--- src/logic/tpsc_pkg.sv ---
package tpsc_pkg;

  // Register addresses
  localparam logic [5:0] ADDR_POWER_STREAM = 6'h07;
  localparam logic [5:0] ADDR_POWER_AMP    = 6'h08;
  localparam logic [5:0] ADDR_PIN_CLK_TMR  = 6'h09;
  localparam logic [5:0] ADDR_CLKO_CTL     = 6'h0A;
  localparam logic [5:0] ADDR_STATUS       = 6'h24;

  // power_stream_control fields
  localparam int PSC_LOAD_BIT   = 15;
  localparam int PSC_FLOAT_BIT  = 11;
  localparam int PSC_KEEP_BIT   = 9;
  localparam int PSC_SMASK_BIT  = 7;
  localparam int PSC_RMASK_BIT  = 6;
  localparam int PSC_STREAM_BIT = 5;
  localparam int PSC_DEEP_BIT   = 1;
  localparam int PSC_TIMED_BIT  = 0;
  // power_amp_gate, pin_clock_timer_control and clock out control fields
  localparam int PAG_EN_BIT     = 15;
  localparam int PCT_ALT_BIT    = 7;
  localparam int PCT_CLKEN_BIT  = 5;
  localparam int PCT_DIV_LSB    = 0;
  localparam int CLKO_DIV_LSB   = 0;
  localparam int SEL_W          = 3;
  // Status positions shared between faults and stream done flags
  localparam int STAT_POS_SEND  = 0;
  localparam int STAT_POS_RECV  = 1;

  // Reset values and writable masks
  localparam logic [15:0] PSC_RST   = 16'h0800;
  localparam logic [15:0] PAG_RST   = 16'h8000;
  localparam logic [15:0] PCT_RST   = 16'h0020;
  localparam logic [15:0] CLKO_RST  = 16'h7E00;
  localparam logic [15:0] PSC_WMASK = 16'h8AE3;
  localparam logic [15:0] PAG_WMASK = 16'h8000;
  localparam logic [15:0] PCT_WMASK = 16'h00A7;
  localparam logic [15:0] CLKO_WMASK = 16'hFF07;

  // Serial frame shape
  localparam logic [4:0] HDR_BITS   = 5'h08;
  localparam logic [4:0] FRAME_BITS = 5'h18;
  localparam int         HDR_READ_BIT = 7;

  // Timing
  localparam int CLK_FREQ_KHZ       = 250000;
  localparam int SLEEP_CLKO_MAX_KHZ = 1000;
  localparam int SLEEP_MIN_HALF_INT =
    (CLK_FREQ_KHZ + 2 * SLEEP_CLKO_MAX_KHZ - 1) / (2 * SLEEP_CLKO_MAX_KHZ);
  localparam logic [15:0] SLEEP_MIN_HALF   = SLEEP_MIN_HALF_INT[15:0];
  localparam logic [7:0]  CLKO_STOP_CYCLES = 8'h80;

  typedef struct packed {
    logic sclk;
    logic mosi;
    logic ce_n;
  } tpsc_spi_pins_t;

  typedef struct packed {
    logic send_finish;
    logic receive_finish;
    logic buffer_address_fault;
    logic arbiter_conflict_fault;
  } tpsc_events_t;

endpackage

--- src/logic/tpsc_ctrl_bank.sv ---
`timescale 1ns/1ps
module tpsc_ctrl_bank #(
  parameter logic [127:0] CLKO_HALF_TABLE  = {16'd128, 16'd64, 16'd32, 16'd16,
                                              16'd8, 16'd4, 16'd2, 16'd1},
  parameter logic [127:0] TMR_PERIOD_TABLE = {16'd128, 16'd64, 16'd32, 16'd16,
                                              16'd8, 16'd4, 16'd2, 16'd1}
) (
  // Clock, reset, enable
  input  wire logic                    sys_clk,
  input  wire logic                    rstn,
  input  wire logic                    clk_en,
  // Serial port pins
  input  wire tpsc_pkg::tpsc_spi_pins_t spi_pins,
  output logic                         miso_out,
  output logic                         miso_oe,
  // Event timer
  input  wire logic [23:0]             timer_compare_one_value,
  output logic                         event_timer_load,
  output logic [23:0]                  event_timer_load_value,
  output logic                         event_timer_tick,
  // Events and interrupt
  input  wire tpsc_pkg::tpsc_events_t  events,
  output logic                         interrupt_request_n,
  // Power and mode state
  output logic                         clock_out_pin,
  output logic                         power_amp_enable,
  output logic                         word_streaming,
  output logic                         deep_sleep_active,
  output logic                         timed_sleep_active,
  // General pins
  input  wire logic                    out_of_idle,
  input  wire logic                    crc_cca_valid,
  input  wire logic [1:0]              gpio_out_req,
  input  wire logic [1:0]              gpio_oe_req,
  output logic [1:0]                   general_pin_out,
  output logic [1:0]                   general_pin_oe
);

  logic [2:0]  sync1, sync2, sync3, pins_f;
  logic        sclk_d;
  logic [4:0]  bit_cnt;
  logic [22:0] rx_shift;
  logic        is_read, wr_pend, rd_done;
  logic [5:0]  addr;
  logic [15:0] wr_data, tx_shift;
  logic [15:0] psc, pag, pct, clko;
  logic        flag_send, flag_recv, flag_buf, flag_arb;
  logic [7:0]  stop_cnt;
  logic [15:0] clko_cnt, tmr_cnt;

  // Pin synchronisers: a change counts once stages two and three agree
  genvar gi;
  generate
    for (gi = 0; gi < 3; gi++) begin : g_sync
      always_ff @(posedge sys_clk or negedge rstn) begin
        if (!rstn) begin
          sync1[gi]  <= (gi == 0) ? 1'b1 : 1'b0;
          sync2[gi]  <= (gi == 0) ? 1'b1 : 1'b0;
          sync3[gi]  <= (gi == 0) ? 1'b1 : 1'b0;
          pins_f[gi] <= (gi == 0) ? 1'b1 : 1'b0;
        end else if (clk_en) begin
          sync1[gi] <= spi_pins[gi];
          sync2[gi] <= sync1[gi];
          sync3[gi] <= sync2[gi];
          if (sync2[gi] == sync3[gi]) begin
            pins_f[gi] <= sync3[gi];
          end
        end
      end
    end
  endgenerate

  wire ce_n_f    = pins_f[0];
  wire mosi_f    = pins_f[1];
  wire sclk_f    = pins_f[2];
  wire sclk_rise = sclk_f & ~sclk_d;
  wire sclk_fall = ~sclk_f & sclk_d;
  wire [7:0] hdr = {rx_shift[6:0], mosi_f};

  wire stat_send = psc[tpsc_pkg::PSC_STREAM_BIT] ? flag_send : flag_buf;
  wire stat_recv = psc[tpsc_pkg::PSC_STREAM_BIT] ? flag_recv : flag_arb;

  function automatic logic [15:0] read_mux(input logic [5:0] a);
    logic [15:0] r;
    r = 16'h0000;
    unique case (a)
      tpsc_pkg::ADDR_POWER_STREAM: r = psc;
      tpsc_pkg::ADDR_POWER_AMP:    r = pag;
      tpsc_pkg::ADDR_PIN_CLK_TMR:  r = pct;
      tpsc_pkg::ADDR_CLKO_CTL:     r = clko;
      tpsc_pkg::ADDR_STATUS: begin
        r[tpsc_pkg::STAT_POS_SEND] = stat_send;
        r[tpsc_pkg::STAT_POS_RECV] = stat_recv;
      end
      default: r = 16'h0000;
    endcase
    return r;
  endfunction

  // Serial frame: 8 header bits (bit 7 read), then 16 data bits, MSB first
  always_ff @(posedge sys_clk or negedge rstn) begin
    if (!rstn) begin
      sclk_d   <= 1'b0;
      bit_cnt  <= 5'h00;
      rx_shift <= 23'h000000;
      is_read  <= 1'b0;
      addr     <= 6'h00;
      wr_pend  <= 1'b0;
      rd_done  <= 1'b0;
      wr_data  <= 16'h0000;
    end else if (clk_en) begin
      sclk_d  <= sclk_f;
      wr_pend <= 1'b0;
      rd_done <= 1'b0;
      if (ce_n_f) begin
        bit_cnt <= 5'h00;
      end else if (sclk_rise && bit_cnt != tpsc_pkg::FRAME_BITS) begin
        rx_shift <= {rx_shift[21:0], mosi_f};
        bit_cnt  <= bit_cnt + 5'h01;
        if (bit_cnt == tpsc_pkg::HDR_BITS - 5'h01) begin
          is_read <= hdr[tpsc_pkg::HDR_READ_BIT];
          addr    <= hdr[5:0];
        end
        if (bit_cnt == tpsc_pkg::FRAME_BITS - 5'h01) begin
          wr_pend <= ~is_read;
          rd_done <= is_read;
          wr_data <= {rx_shift[14:0], mosi_f};
        end
      end
    end
  end

  // MISO: data shifts out on falling clock; idle level follows float select
  always_ff @(posedge sys_clk or negedge rstn) begin
    if (!rstn) begin
      miso_out <= 1'b0;
      miso_oe  <= 1'b0;
      tx_shift <= 16'h0000;
    end else if (clk_en) begin
      if (ce_n_f) begin
        miso_out <= 1'b0;
        miso_oe  <= ~psc[tpsc_pkg::PSC_FLOAT_BIT];
      end else begin
        miso_oe <= 1'b1;
        if (sclk_rise && bit_cnt == tpsc_pkg::HDR_BITS - 5'h01) begin
          tx_shift <= read_mux(hdr[5:0]);
        end else if (sclk_fall && bit_cnt >= tpsc_pkg::HDR_BITS) begin
          miso_out <= tx_shift[15];
          tx_shift <= {tx_shift[14:0], 1'b0};
        end
      end
    end
  end

  // Register writes and event timer load
  always_ff @(posedge sys_clk or negedge rstn) begin
    if (!rstn) begin
      psc                    <= tpsc_pkg::PSC_RST;
      pag                    <= tpsc_pkg::PAG_RST;
      pct                    <= tpsc_pkg::PCT_RST;
      clko                   <= tpsc_pkg::CLKO_RST;
      event_timer_load       <= 1'b0;
      event_timer_load_value <= 24'h000000;
    end else if (clk_en) begin
      event_timer_load <= 1'b0;
      if (wr_pend) begin
        unique case (addr)
          tpsc_pkg::ADDR_POWER_STREAM: begin
            psc <= wr_data & tpsc_pkg::PSC_WMASK;
            if (wr_data[tpsc_pkg::PSC_LOAD_BIT] && !psc[tpsc_pkg::PSC_LOAD_BIT]) begin
              event_timer_load       <= 1'b1;
              event_timer_load_value <= timer_compare_one_value;
            end
          end
          tpsc_pkg::ADDR_POWER_AMP:   pag  <= wr_data & tpsc_pkg::PAG_WMASK;
          tpsc_pkg::ADDR_PIN_CLK_TMR: pct  <= wr_data & tpsc_pkg::PCT_WMASK;
          tpsc_pkg::ADDR_CLKO_CTL:    clko <= wr_data & tpsc_pkg::CLKO_WMASK;
          default: ;
        endcase
      end
    end
  end

  assign power_amp_enable   = pag[tpsc_pkg::PAG_EN_BIT];
  assign word_streaming     = psc[tpsc_pkg::PSC_STREAM_BIT];
  assign deep_sleep_active  = psc[tpsc_pkg::PSC_DEEP_BIT];
  assign timed_sleep_active = psc[tpsc_pkg::PSC_TIMED_BIT];

  // Sticky status flags: read of status clears, a new event wins
  wire stat_clr = rd_done && addr == tpsc_pkg::ADDR_STATUS;
  always_ff @(posedge sys_clk or negedge rstn) begin
    if (!rstn) begin
      flag_send           <= 1'b0;
      flag_recv           <= 1'b0;
      flag_buf            <= 1'b0;
      flag_arb            <= 1'b0;
      interrupt_request_n <= 1'b1;
    end else if (clk_en) begin
      flag_send <= events.send_finish | (flag_send & ~stat_clr);
      flag_recv <= events.receive_finish | (flag_recv & ~stat_clr);
      flag_buf  <= events.buffer_address_fault | (flag_buf & ~stat_clr);
      flag_arb  <= events.arbiter_conflict_fault | (flag_arb & ~stat_clr);
      interrupt_request_n <=
        ~((flag_send & psc[tpsc_pkg::PSC_SMASK_BIT]) |
          (flag_recv & psc[tpsc_pkg::PSC_RMASK_BIT]));
    end
  end

  // Clock out: divider table, sleep rate limit, stop delay
  wire [2:0]  clko_sel  = clko[tpsc_pkg::CLKO_DIV_LSB +: tpsc_pkg::SEL_W];
  wire [15:0] half_tab  = CLKO_HALF_TABLE[clko_sel * 16 +: 16];
  wire        timed     = psc[tpsc_pkg::PSC_TIMED_BIT];
  wire [15:0] half_use  = (timed && half_tab < tpsc_pkg::SLEEP_MIN_HALF) ?
                          tpsc_pkg::SLEEP_MIN_HALF : half_tab;
  wire        clko_halt = psc[tpsc_pkg::PSC_DEEP_BIT] ||
                          (timed && !psc[tpsc_pkg::PSC_KEEP_BIT] &&
                           stop_cnt == tpsc_pkg::CLKO_STOP_CYCLES);

  always_ff @(posedge sys_clk or negedge rstn) begin
    if (!rstn) begin
      stop_cnt <= 8'h00;
    end else if (clk_en) begin
      if (!timed) begin
        stop_cnt <= 8'h00;
      end else if (stop_cnt != tpsc_pkg::CLKO_STOP_CYCLES) begin
        stop_cnt <= stop_cnt + 8'h01;
      end
    end
  end

  always_ff @(posedge sys_clk or negedge rstn) begin
    if (!rstn) begin
      clko_cnt      <= 16'h0000;
      clock_out_pin <= 1'b0;
    end else if (clk_en) begin
      if (!pct[tpsc_pkg::PCT_CLKEN_BIT]) begin
        clko_cnt      <= 16'h0000;
        clock_out_pin <= 1'b0;
      end else if (!clko_halt) begin
        if (clko_cnt + 16'h0001 >= half_use) begin
          clko_cnt      <= 16'h0000;
          clock_out_pin <= ~clock_out_pin;
        end else begin
          clko_cnt <= clko_cnt + 16'h0001;
        end
      end
    end
  end

  // Event timer base tick; the time base stops only in deep sleep
  wire [2:0]  tmr_sel = pct[tpsc_pkg::PCT_DIV_LSB +: tpsc_pkg::SEL_W];
  wire [15:0] tmr_per = TMR_PERIOD_TABLE[tmr_sel * 16 +: 16];
  always_ff @(posedge sys_clk or negedge rstn) begin
    if (!rstn) begin
      tmr_cnt          <= 16'h0000;
      event_timer_tick <= 1'b0;
    end else if (clk_en) begin
      event_timer_tick <= 1'b0;
      if (psc[tpsc_pkg::PSC_DEEP_BIT]) begin
        tmr_cnt <= 16'h0000;
      end else if (tmr_cnt + 16'h0001 >= tmr_per) begin
        tmr_cnt          <= 16'h0000;
        event_timer_tick <= 1'b1;
      end else begin
        tmr_cnt <= tmr_cnt + 16'h0001;
      end
    end
  end

  // General pins: status alternate function or ordinary I/O
  always_ff @(posedge sys_clk or negedge rstn) begin
    if (!rstn) begin
      general_pin_out <= 2'b00;
      general_pin_oe  <= 2'b00;
    end else if (clk_en) begin
      if (pct[tpsc_pkg::PCT_ALT_BIT]) begin
        general_pin_out <= {crc_cca_valid, out_of_idle};
        general_pin_oe  <= 2'b11;
      end else begin
        general_pin_out <= gpio_out_req;
        general_pin_oe  <= gpio_oe_req;
      end
    end
  end

  // Cycles in timed sleep with the keep bit clear, counted apart from the stop logic
  logic [8:0] stop_chk_cnt;
  always_ff @(posedge sys_clk or negedge rstn) begin
    if (!rstn) begin
      stop_chk_cnt <= 9'h000;
    end else if (clk_en) begin
      stop_chk_cnt <= (!timed || psc[tpsc_pkg::PSC_KEEP_BIT]) ? 9'h000 :
                      stop_chk_cnt + {8'h00, stop_chk_cnt != 9'h1FF};
    end
  end
endmodule

--- config.mk ---
export PLATFORM = sky130hd
export DESIGN_NAME = tpsc_ctrl_bank
export DESIGN_NICKNAME = d
export VERILOG_FILES = /design/src/logic/tpsc_pkg.sv /design/src/logic/tpsc_ctrl_bank.sv
export SDC_FILE = /design/constraint.sdc
export NUM_CORES = 1
export LEC_CHECK = 0
export ABC_AREA = 1
export BUFFER_PORTS_ARGS = -buffer_cell sky130_fd_sc_hd__buf_2
export CAP_MARGIN = 20
export CORE_MARGIN = 2
export CORE_UTILIZATION = 40
export CTS_CLUSTER_SIZE = 10
export DETAILED_ROUTE_END_ITERATION = 12
export HOLD_SLACK_MARGIN = 0.06
export PLACE_DENSITY_LB_ADDON = 0.2
export SLEW_MARGIN = 20
export SYNTH_ARGS = -nofsm -noshare
export SYNTH_HDL_FRONTEND = slang
export SYNTH_SLANG_ARGS = --single-unit
--- constraint.sdc ---
create_clock -name sys_clk -period 2.2 [get_ports sys_clk]
set_input_delay 0.44 -clock sys_clk [delete_from_list [all_inputs] [get_ports sys_clk]]
set_output_delay 0.44 -clock sys_clk [all_outputs]
set_load 0.005 [all_outputs]
==> results of run 1 <==
## cells in the final DEF, fill, tap and decap left out, types with 3 or more instances in the layout
| master | instances |
|---|---|
| xor2_1 | 15 |
| nand3b_1 | 3 |
| inv_1 | 148 |
| nand3_2 | 5 |
| nand3_1 | 50 |
| inv_6 | 7 |
| mux2_4 | 19 |
| buf_4 | 65 |
| o21ai_0 | 99 |
| nor2_2 | 7 |
| nand2_2 | 5 |
| dfstp_2 | 14 |
| nor2_1 | 106 |
| ha_1 | 19 |
| nand4_1 | 25 |
| o211ai_1 | 3 |
| buf_6 | 3 |
| buf_12 | 3 |
| nor3_1 | 9 |
| buf_2 | 76 |
| clkbuf_16 | 17 |
| nor2_4 | 3 |
| o31ai_1 | 3 |
| o22ai_1 | 12 |
| nand2_1 | 242 |
| a21oi_1 | 38 |
| mux2_2 | 7 |
| dfrtp_1 | 161 |
## tightest hold or removal path, cell delays in order
cell and delay (ns):
buf_2 0.09, nand2_1 0.05, nand2_1 0.05
## through the flow
stage               setup WS (ns)  power, mW  cells
finish                     -0.194       7.44   1480
global route               -0.392       7.84   1480
CTS                        -0.140       7.54   1478
detailed placement         -0.197       4.51   1442
global placement           -0.125       4.49   1442
floorplan                -0.00138       4.21   1044
## power breakdown
part / switching (mW) / internal (mW)
clock: 1.36 / 1.63
combinational: 0.449 / 0.266
sequential: 0.211 / 3.52
## path summary, 6_finish.rpt
path,startpoint,end,slack (ns),cells past startpoint
setup reg to reg,clko_cnt[1],clko_cnt[1],-0.19,15
max in group asynchronous,rstn,clko[10],0.94,3
setup / recovery,clko_cnt[1],clko_cnt[1],-0.19,15
hold reg to reg,sync1[0],sync1[0],0.47,2
hold / removal,spi_pins[0],sync1[0],0.21,3
min in group asynchronous,rstn,tmr_cnt[9],0.49,2
## kinds of logic after synthesis
| logic type | Yosys count |
|---|---|
| DFF | 175 |
| AOI/OAI and AO/OA | 164 |
| adders and majority gates | 22 |
| muxes | 26 |
| xor gates and xnor gates | 19 |
| and+or+nand+nor | 465 |
| buffers and inverters | 173 |
## flip-flops by register name (all words and copies together), names as in the netlist, 2 cells and up
signal	count
event_timer_load_value	24
clko_cnt	16
tmr_cnt	16
tx_shift	16
rx_shift	15
wr_data	14
clko	11
psc	8
stop_cnt	8
addr	6
bit_cnt	5
pct	5
sync1	3
sync2	3
sync3	3
general_pin_oe	2
general_pin_out	2
## routing by layer
layer  up-vias  GRT usage (%)  routed length, microns
met2       108           28.2                    9160
li1       3644              -                       -
met3        15           2.96                     584
met4         0           4.58                     212
met1      3293           25.3                    9630
met5         -              0                       0
## layout make-up
cell class / count / area share [%]
multi-input combinational: 696 / 35.4
inverter: 149 / 5.27
sequential: 175 / 41.4
clock buffer: 20 / 4.21
clock inverter: 12 / 1.18
timing repair buffer: 148 / 9.16
tap: 280 / 3.30
## timing repair
item | in CTS | in global routing
endpoints found under the setup margin | 18 | 18
gates resized for setup | 10 | 7
hold endpoints to repair | 32 | 0
cloned | 0 | 0
hold buffers | 1 | 0
setup buffers | 3 | 2
pin swaps | 37 | 17
==> impl_metrics.toml, run 1 <==
[clock_tree]
cts_tree = "done"
root_buffer = "clkbuf_16"
clk_pin_slew_worst_paths_ns = 0.07
clk-insertion-delay-late_ns = 0.42
htree_levels = 4
clock-sinks = 175
clk_path_buf_depth = 2
numCtsBuffers = 17

[pwr]
irDropWorstVdd_mv = 0.514
leakagePower_nw = 5.48
p_per_area_nw_per_um2 = 701

[global_routing]
antenna_found_initial = 0
grt_pass1_wl_microns = 32600
grt-ovfl-total = 0
grt_pass1_vias = 6658
track_usage_pct = 17.7
grt_max_degree = 58

[setup_path]
start_kind = "flip-flop"
crit_required_ns = 2.56
crit_buf_inv = 2
crit_top_cell = "nand4_1"
crit_chain = "ha_2 -> nand2_2 -> nor3_2 -> xor2_1 -> inv_1 -> ha_4 -> nand2_4 -> inv_2 -> o21ai_1 -> nand4_1 -> nor2_1 -> nand4_1 -> nor2_4 -> nand3b_1 -> nand2_1"
end_kind = "flip-flop"
cpMaxStageDelayCell = "dfrtp_1"
slowest_delay_ns = 0.40
crit_family = "simple AND/OR/NAND/NOR gates"
path_max_fanout = 8
arrival_ns = 2.75
crit_type = "reg -> reg"

[die]
fp.dieW_microns = 152
core_sq_um = 21600
initial_core_util_pct = 40.4
dieHeight_microns = 152
rows = 54
io_pins = 78
dieArea_sq_um = 23000

[route]
firstDrtPassIters = 5
vias = 7060
drt_iter0_drc = 429
routed_via_density = 4.77
post_drt_wl_per_cell_microns = 13.2
drc_errors = 0
antenna_left = 0
wl_microns = 19600

[synthesis]
synth_flop_cell = "dfrtp_1"
synth_top_family_by_area = "simple AND/OR/NAND/NOR gates"
async_flop_share_pct = 100
synth.area.mux_share_pct = 4.17
synthTopCellsByCount = "nand2_1, dfrtp_1, inv_1"
seq_area_frac_synth_pct = 50.4
synth_area_sq_um = 8730
yosysTopAreaCellShare_pct = 46.2
yosysWarnings = 0
synthCells = 1044
synth_adder_area_share_pct = 3.15
synth.most_common_cell = "nand2_1"
ys_ff_latch = 175
synthesis.nets = 1106
synth-edff-count = 0
synthTopCellsByArea = "dfrtp_1, nand2_1, inv_1"
syn_area_per_cell_sq_um = 8.36
synth_compound_area_share_pct = 10.0
synth_xor_xnor_area_share_pct = 1.91
yosysTopAreaCell = "dfrtp_1"
ys_types = 39
yosys.area_share.simple_pct = 22.7

[sta]
rsz0062_at_grt = "true"
setup_slack_ns = -0.194
relSlewSlack_pct = 67.4
setup_viol = 11
setup_tns_ns = -1.47
period_minus_slack_ns = 2.39
hold_viol = 0
skew_ns = 0.0109
holdWs_ns = 0.206
worst_slew_pin_slew_ns = 0.488
fmax_ghz = 0.418
fin_crit_sh_pct = 109
slew_violations = 0

[status]
status = "finished, violations left"
violations = "negative setup slack"

[final_layout]
seqCellArea_sq_um = 4400
nets = 1249
fillers = 2109
num_antenna_cells = 0
drive_gt1_share_pct = 20.9
multi_input_area_sq_um = 3760
areaGrowthSynthToFinish_pct = 21.5
fin_util_pct = 49.1
stdcell_area_sq_um = 10600

[placement]
numPortBuffers = 77
place.detailed.hpwl_microns = 14200
gp_congestion = 0.879
post_dp_cell_area_sq_um = 9910

[run]
maxCapViolCount = 0

[worst_hold_path]
hold_class = "in -> reg"
(Power assumes the default switching activity.)
==> inputs of run 2 (changes only) <==
--- a/config.mk
+++ b/config.mk
@@ -8,6 +8,8 @@
 export ABC_AREA = 1
 export BUFFER_PORTS_ARGS = -buffer_cell sky130_fd_sc_hd__buf_2
 export CAP_MARGIN = 20
+export CELL_PAD_IN_SITES_DETAIL_PLACEMENT = 1
+export CELL_PAD_IN_SITES_GLOBAL_PLACEMENT = 1
 export CORE_MARGIN = 2
 export CORE_UTILIZATION = 40
 export CTS_CLUSTER_SIZE = 10
==> run 2 against run 1 <==
The run still ends with negative setup slack left. Core utilization increased by 1.8 points. Sequential share of layout area decreased by 1.4 points. Global-route usage increased by 4.1 points. Non-clock buffer count increased by 17. Cell count increased by 1.1%. Count of clock-buffer cells in the layout decreased by 2. Sequential power about the same. Via count increased by 6.2%. Combinational power increased by 6.2%. Wire length increased by 22%.
==> impl_metrics.toml, run 2 (synthesis results as in run 1) <==
[status]
status = "finished, violations left"
violations = "negative setup slack"

[placement]
post_dp_cell_area_sq_um = 9980
numPortBuffers = 77
gp_congestion = 0.809
place_ws_ns = -0.241
place.detailed.hpwl_microns = 16800

[sta]
skew_ns = 0.0171
rsz0062_at_grt = "true"
period_minus_slack_ns = 2.45
hold_viol = 0
setup_slack_ns = -0.245
setup_tns_ns = -2.37
setup_viol = 18
fin_crit_sh_pct = 111
fmax_ghz = 0.409
slew_violations = 0
relSlewSlack_pct = 60.6
worst_slew_pin_slew_ns = 0.589

[final_layout]
final_common_cell = "nand2_1"
top_register = "event_timer_load_value"
nets = 1266
stdcell_area_sq_um = 11000
layout.cells.most_common_list = "nand2_1, dfrtp_1, inv_1"
areaGrowthSynthToFinish_pct = 25.9
fillers = 2602
drive_gt1_share_pct = 24.9
fin_util_pct = 50.8
num_antenna_cells = 0
largest_reg_flops = 24

[route]
routed_via_density = 5.01
antenna_left = 0
firstDrtPassIters = 5
post_drt_wl_per_cell_microns = 16.0
vias = 7501
drt_iter0_drc = 278
drc_errors = 0
wl_microns = 23900

[die]
fp.dieW_microns = 152
io_pins = 78
rows = 54
core_sq_um = 21600
dieArea_sq_um = 23000
dieHeight_microns = 152
initial_core_util_pct = 40.4

[setup_path]
slowest_delay_ns = 0.46
crit_buf_inv = 3
end_kind = "flip-flop"
crit_type = "reg -> reg"
path_max_fanout = 8
crit_family = "simple AND/OR/NAND/NOR gates"
crit_chain = "ha_4 -> buf_6 -> nand3_4 -> xor2_2 -> inv_1 -> ha_2 -> nand2_2 -> inv_1 -> o21ai_2 -> nand4_1 -> nor2_1 -> nand4_1 -> nor2_4 -> nand3b_1 -> nand2_1"
crit_required_ns = 2.57
cpMaxStageDelayCell = "dfrtp_2"
start_kind = "flip-flop"
arrival_ns = 2.81

[clock_tree]
htree_levels = 4
clk_pin_slew_worst_paths_ns = 0.07
numCtsBuffers = 17
root_buffer = "clkbuf_16"
clk_path_buf_depth = 2
clock-sinks = 175
clk-insertion-delay-late_ns = 0.45
cts_tree = "done"

[global_routing]
grt-ovfl-total = 0
antenna_found_initial = 0
grt_pass1_vias = 8000
grt_pass1_wl_microns = 39600
grt_max_degree = 48
track_usage_pct = 21.8

[pwr]
p_int_mw = 5.56
p_clk_share_pct = 41.8
leakagePower_nw = 5.60
p_sw_share_pct = 28.2
p_per_area_nw_per_um2 = 704
switchingPower_mw = 2.18
seqPwrFrac_pct = 48.4
p_comb_share_pct = 9.8
irDropWorstVdd_mv = 0.418

[run]
maxCapViolCount = 0

[worst_hold_path]
hold_class = "in -> reg"
-- run 2: path summary, 6_finish.rpt --
kind / startpoint / end / slack, ns / cells after the start
max: clko_cnt[0] / clko_cnt[2] / -0.25 / 15
min: spi_pins[1] / sync1[1] / 0.20 / 3
max reg2reg: clko_cnt[0] / clko_cnt[2] / -0.25 / 15
min reg2reg: is_read / wr_pend / 0.47 / 1
max in group asynchronous: rstn / sync2[0] / 1.01 / 3
min in group asynchronous: rstn / sync3[2] / 0.50 / 2
-- run 2: what timing repair did --
item / 4_1_cts / 5_1_grt
hold buffers: 1 / 0
pin swaps: 47 / 34
endpoints found under the hold margin: 40 / 0
gates resized for setup: 25 / 37
setup endpoints to repair: 18 / 19
buffers inserted: 9 / 7
-- run 2: layout make-up --
type / instances / area [sq um] / area share (%)
timing repair buffer: 165 / 1110 / 10.1
sequential: 175 / 4400 / 40.1
inverter: 149 / 563 / 5.12
clock buffer: 18 / 439 / 4.00
multi-input combinational: 696 / 3920 / 35.7
clock inverter: 14 / 195 / 1.78
tap: 280 / 350 / 3.19
-- run 2: worst register-to-register path, delay by kind of cell (launching register included) --
family / cells / cell delay [ns]
AO/OA/AOI/OAI: 1 / 0.12
XOR/XNOR: 1 / 0.17
buffers and inverters: 3 / 0.24
flip-flops: 1 / 0.46
AND/OR/NAND/NOR: 8 / 1.02
adder cells (fa/ha/maj): 2 / 0.38
-- run 2: power by group through the flow --
| stage | Clock [mW] | Sequential, mW | Combinational [mW] |
|---|---|---|---|
| 2_1_floorplan | 0 | 3.73 | 0.475 |
| 3_3_place_gp | 0 | 3.78 | 0.723 |
| 3_5_place_dp | 0 | 3.80 | 0.754 |
| 4_1_cts | 3.32 | 3.75 | 0.777 |
| 5_1_grt | 3.44 | 3.79 | 0.893 |
| 6_report | 3.23 | 3.75 | 0.759 |
-- run 2: per-layer routing --
layer	track usage (%)	up-vias	part of all wire [%]
met3	3.95	24	2.1
met4	6.30	0	1.7
met2	37.9	81	51
met5	0	-	0
met1	27.9	3719	45
li1	-	3677	-
-- run 2: stage by stage --
| stage | power, mW | std cells | hold WS (ns) |
|---|---|---|---|
| finish | 7.74 | 1497 | 0.201 |
| detailed placement | 4.56 | 1451 | 0.421 |
| floorplan | 4.21 | 1044 | 0.144 |
| CTS | 7.84 | 1491 | 0.189 |
| global route | 8.13 | 1497 | 0.196 |
| global placement | 4.51 | 1451 | 0.418 |
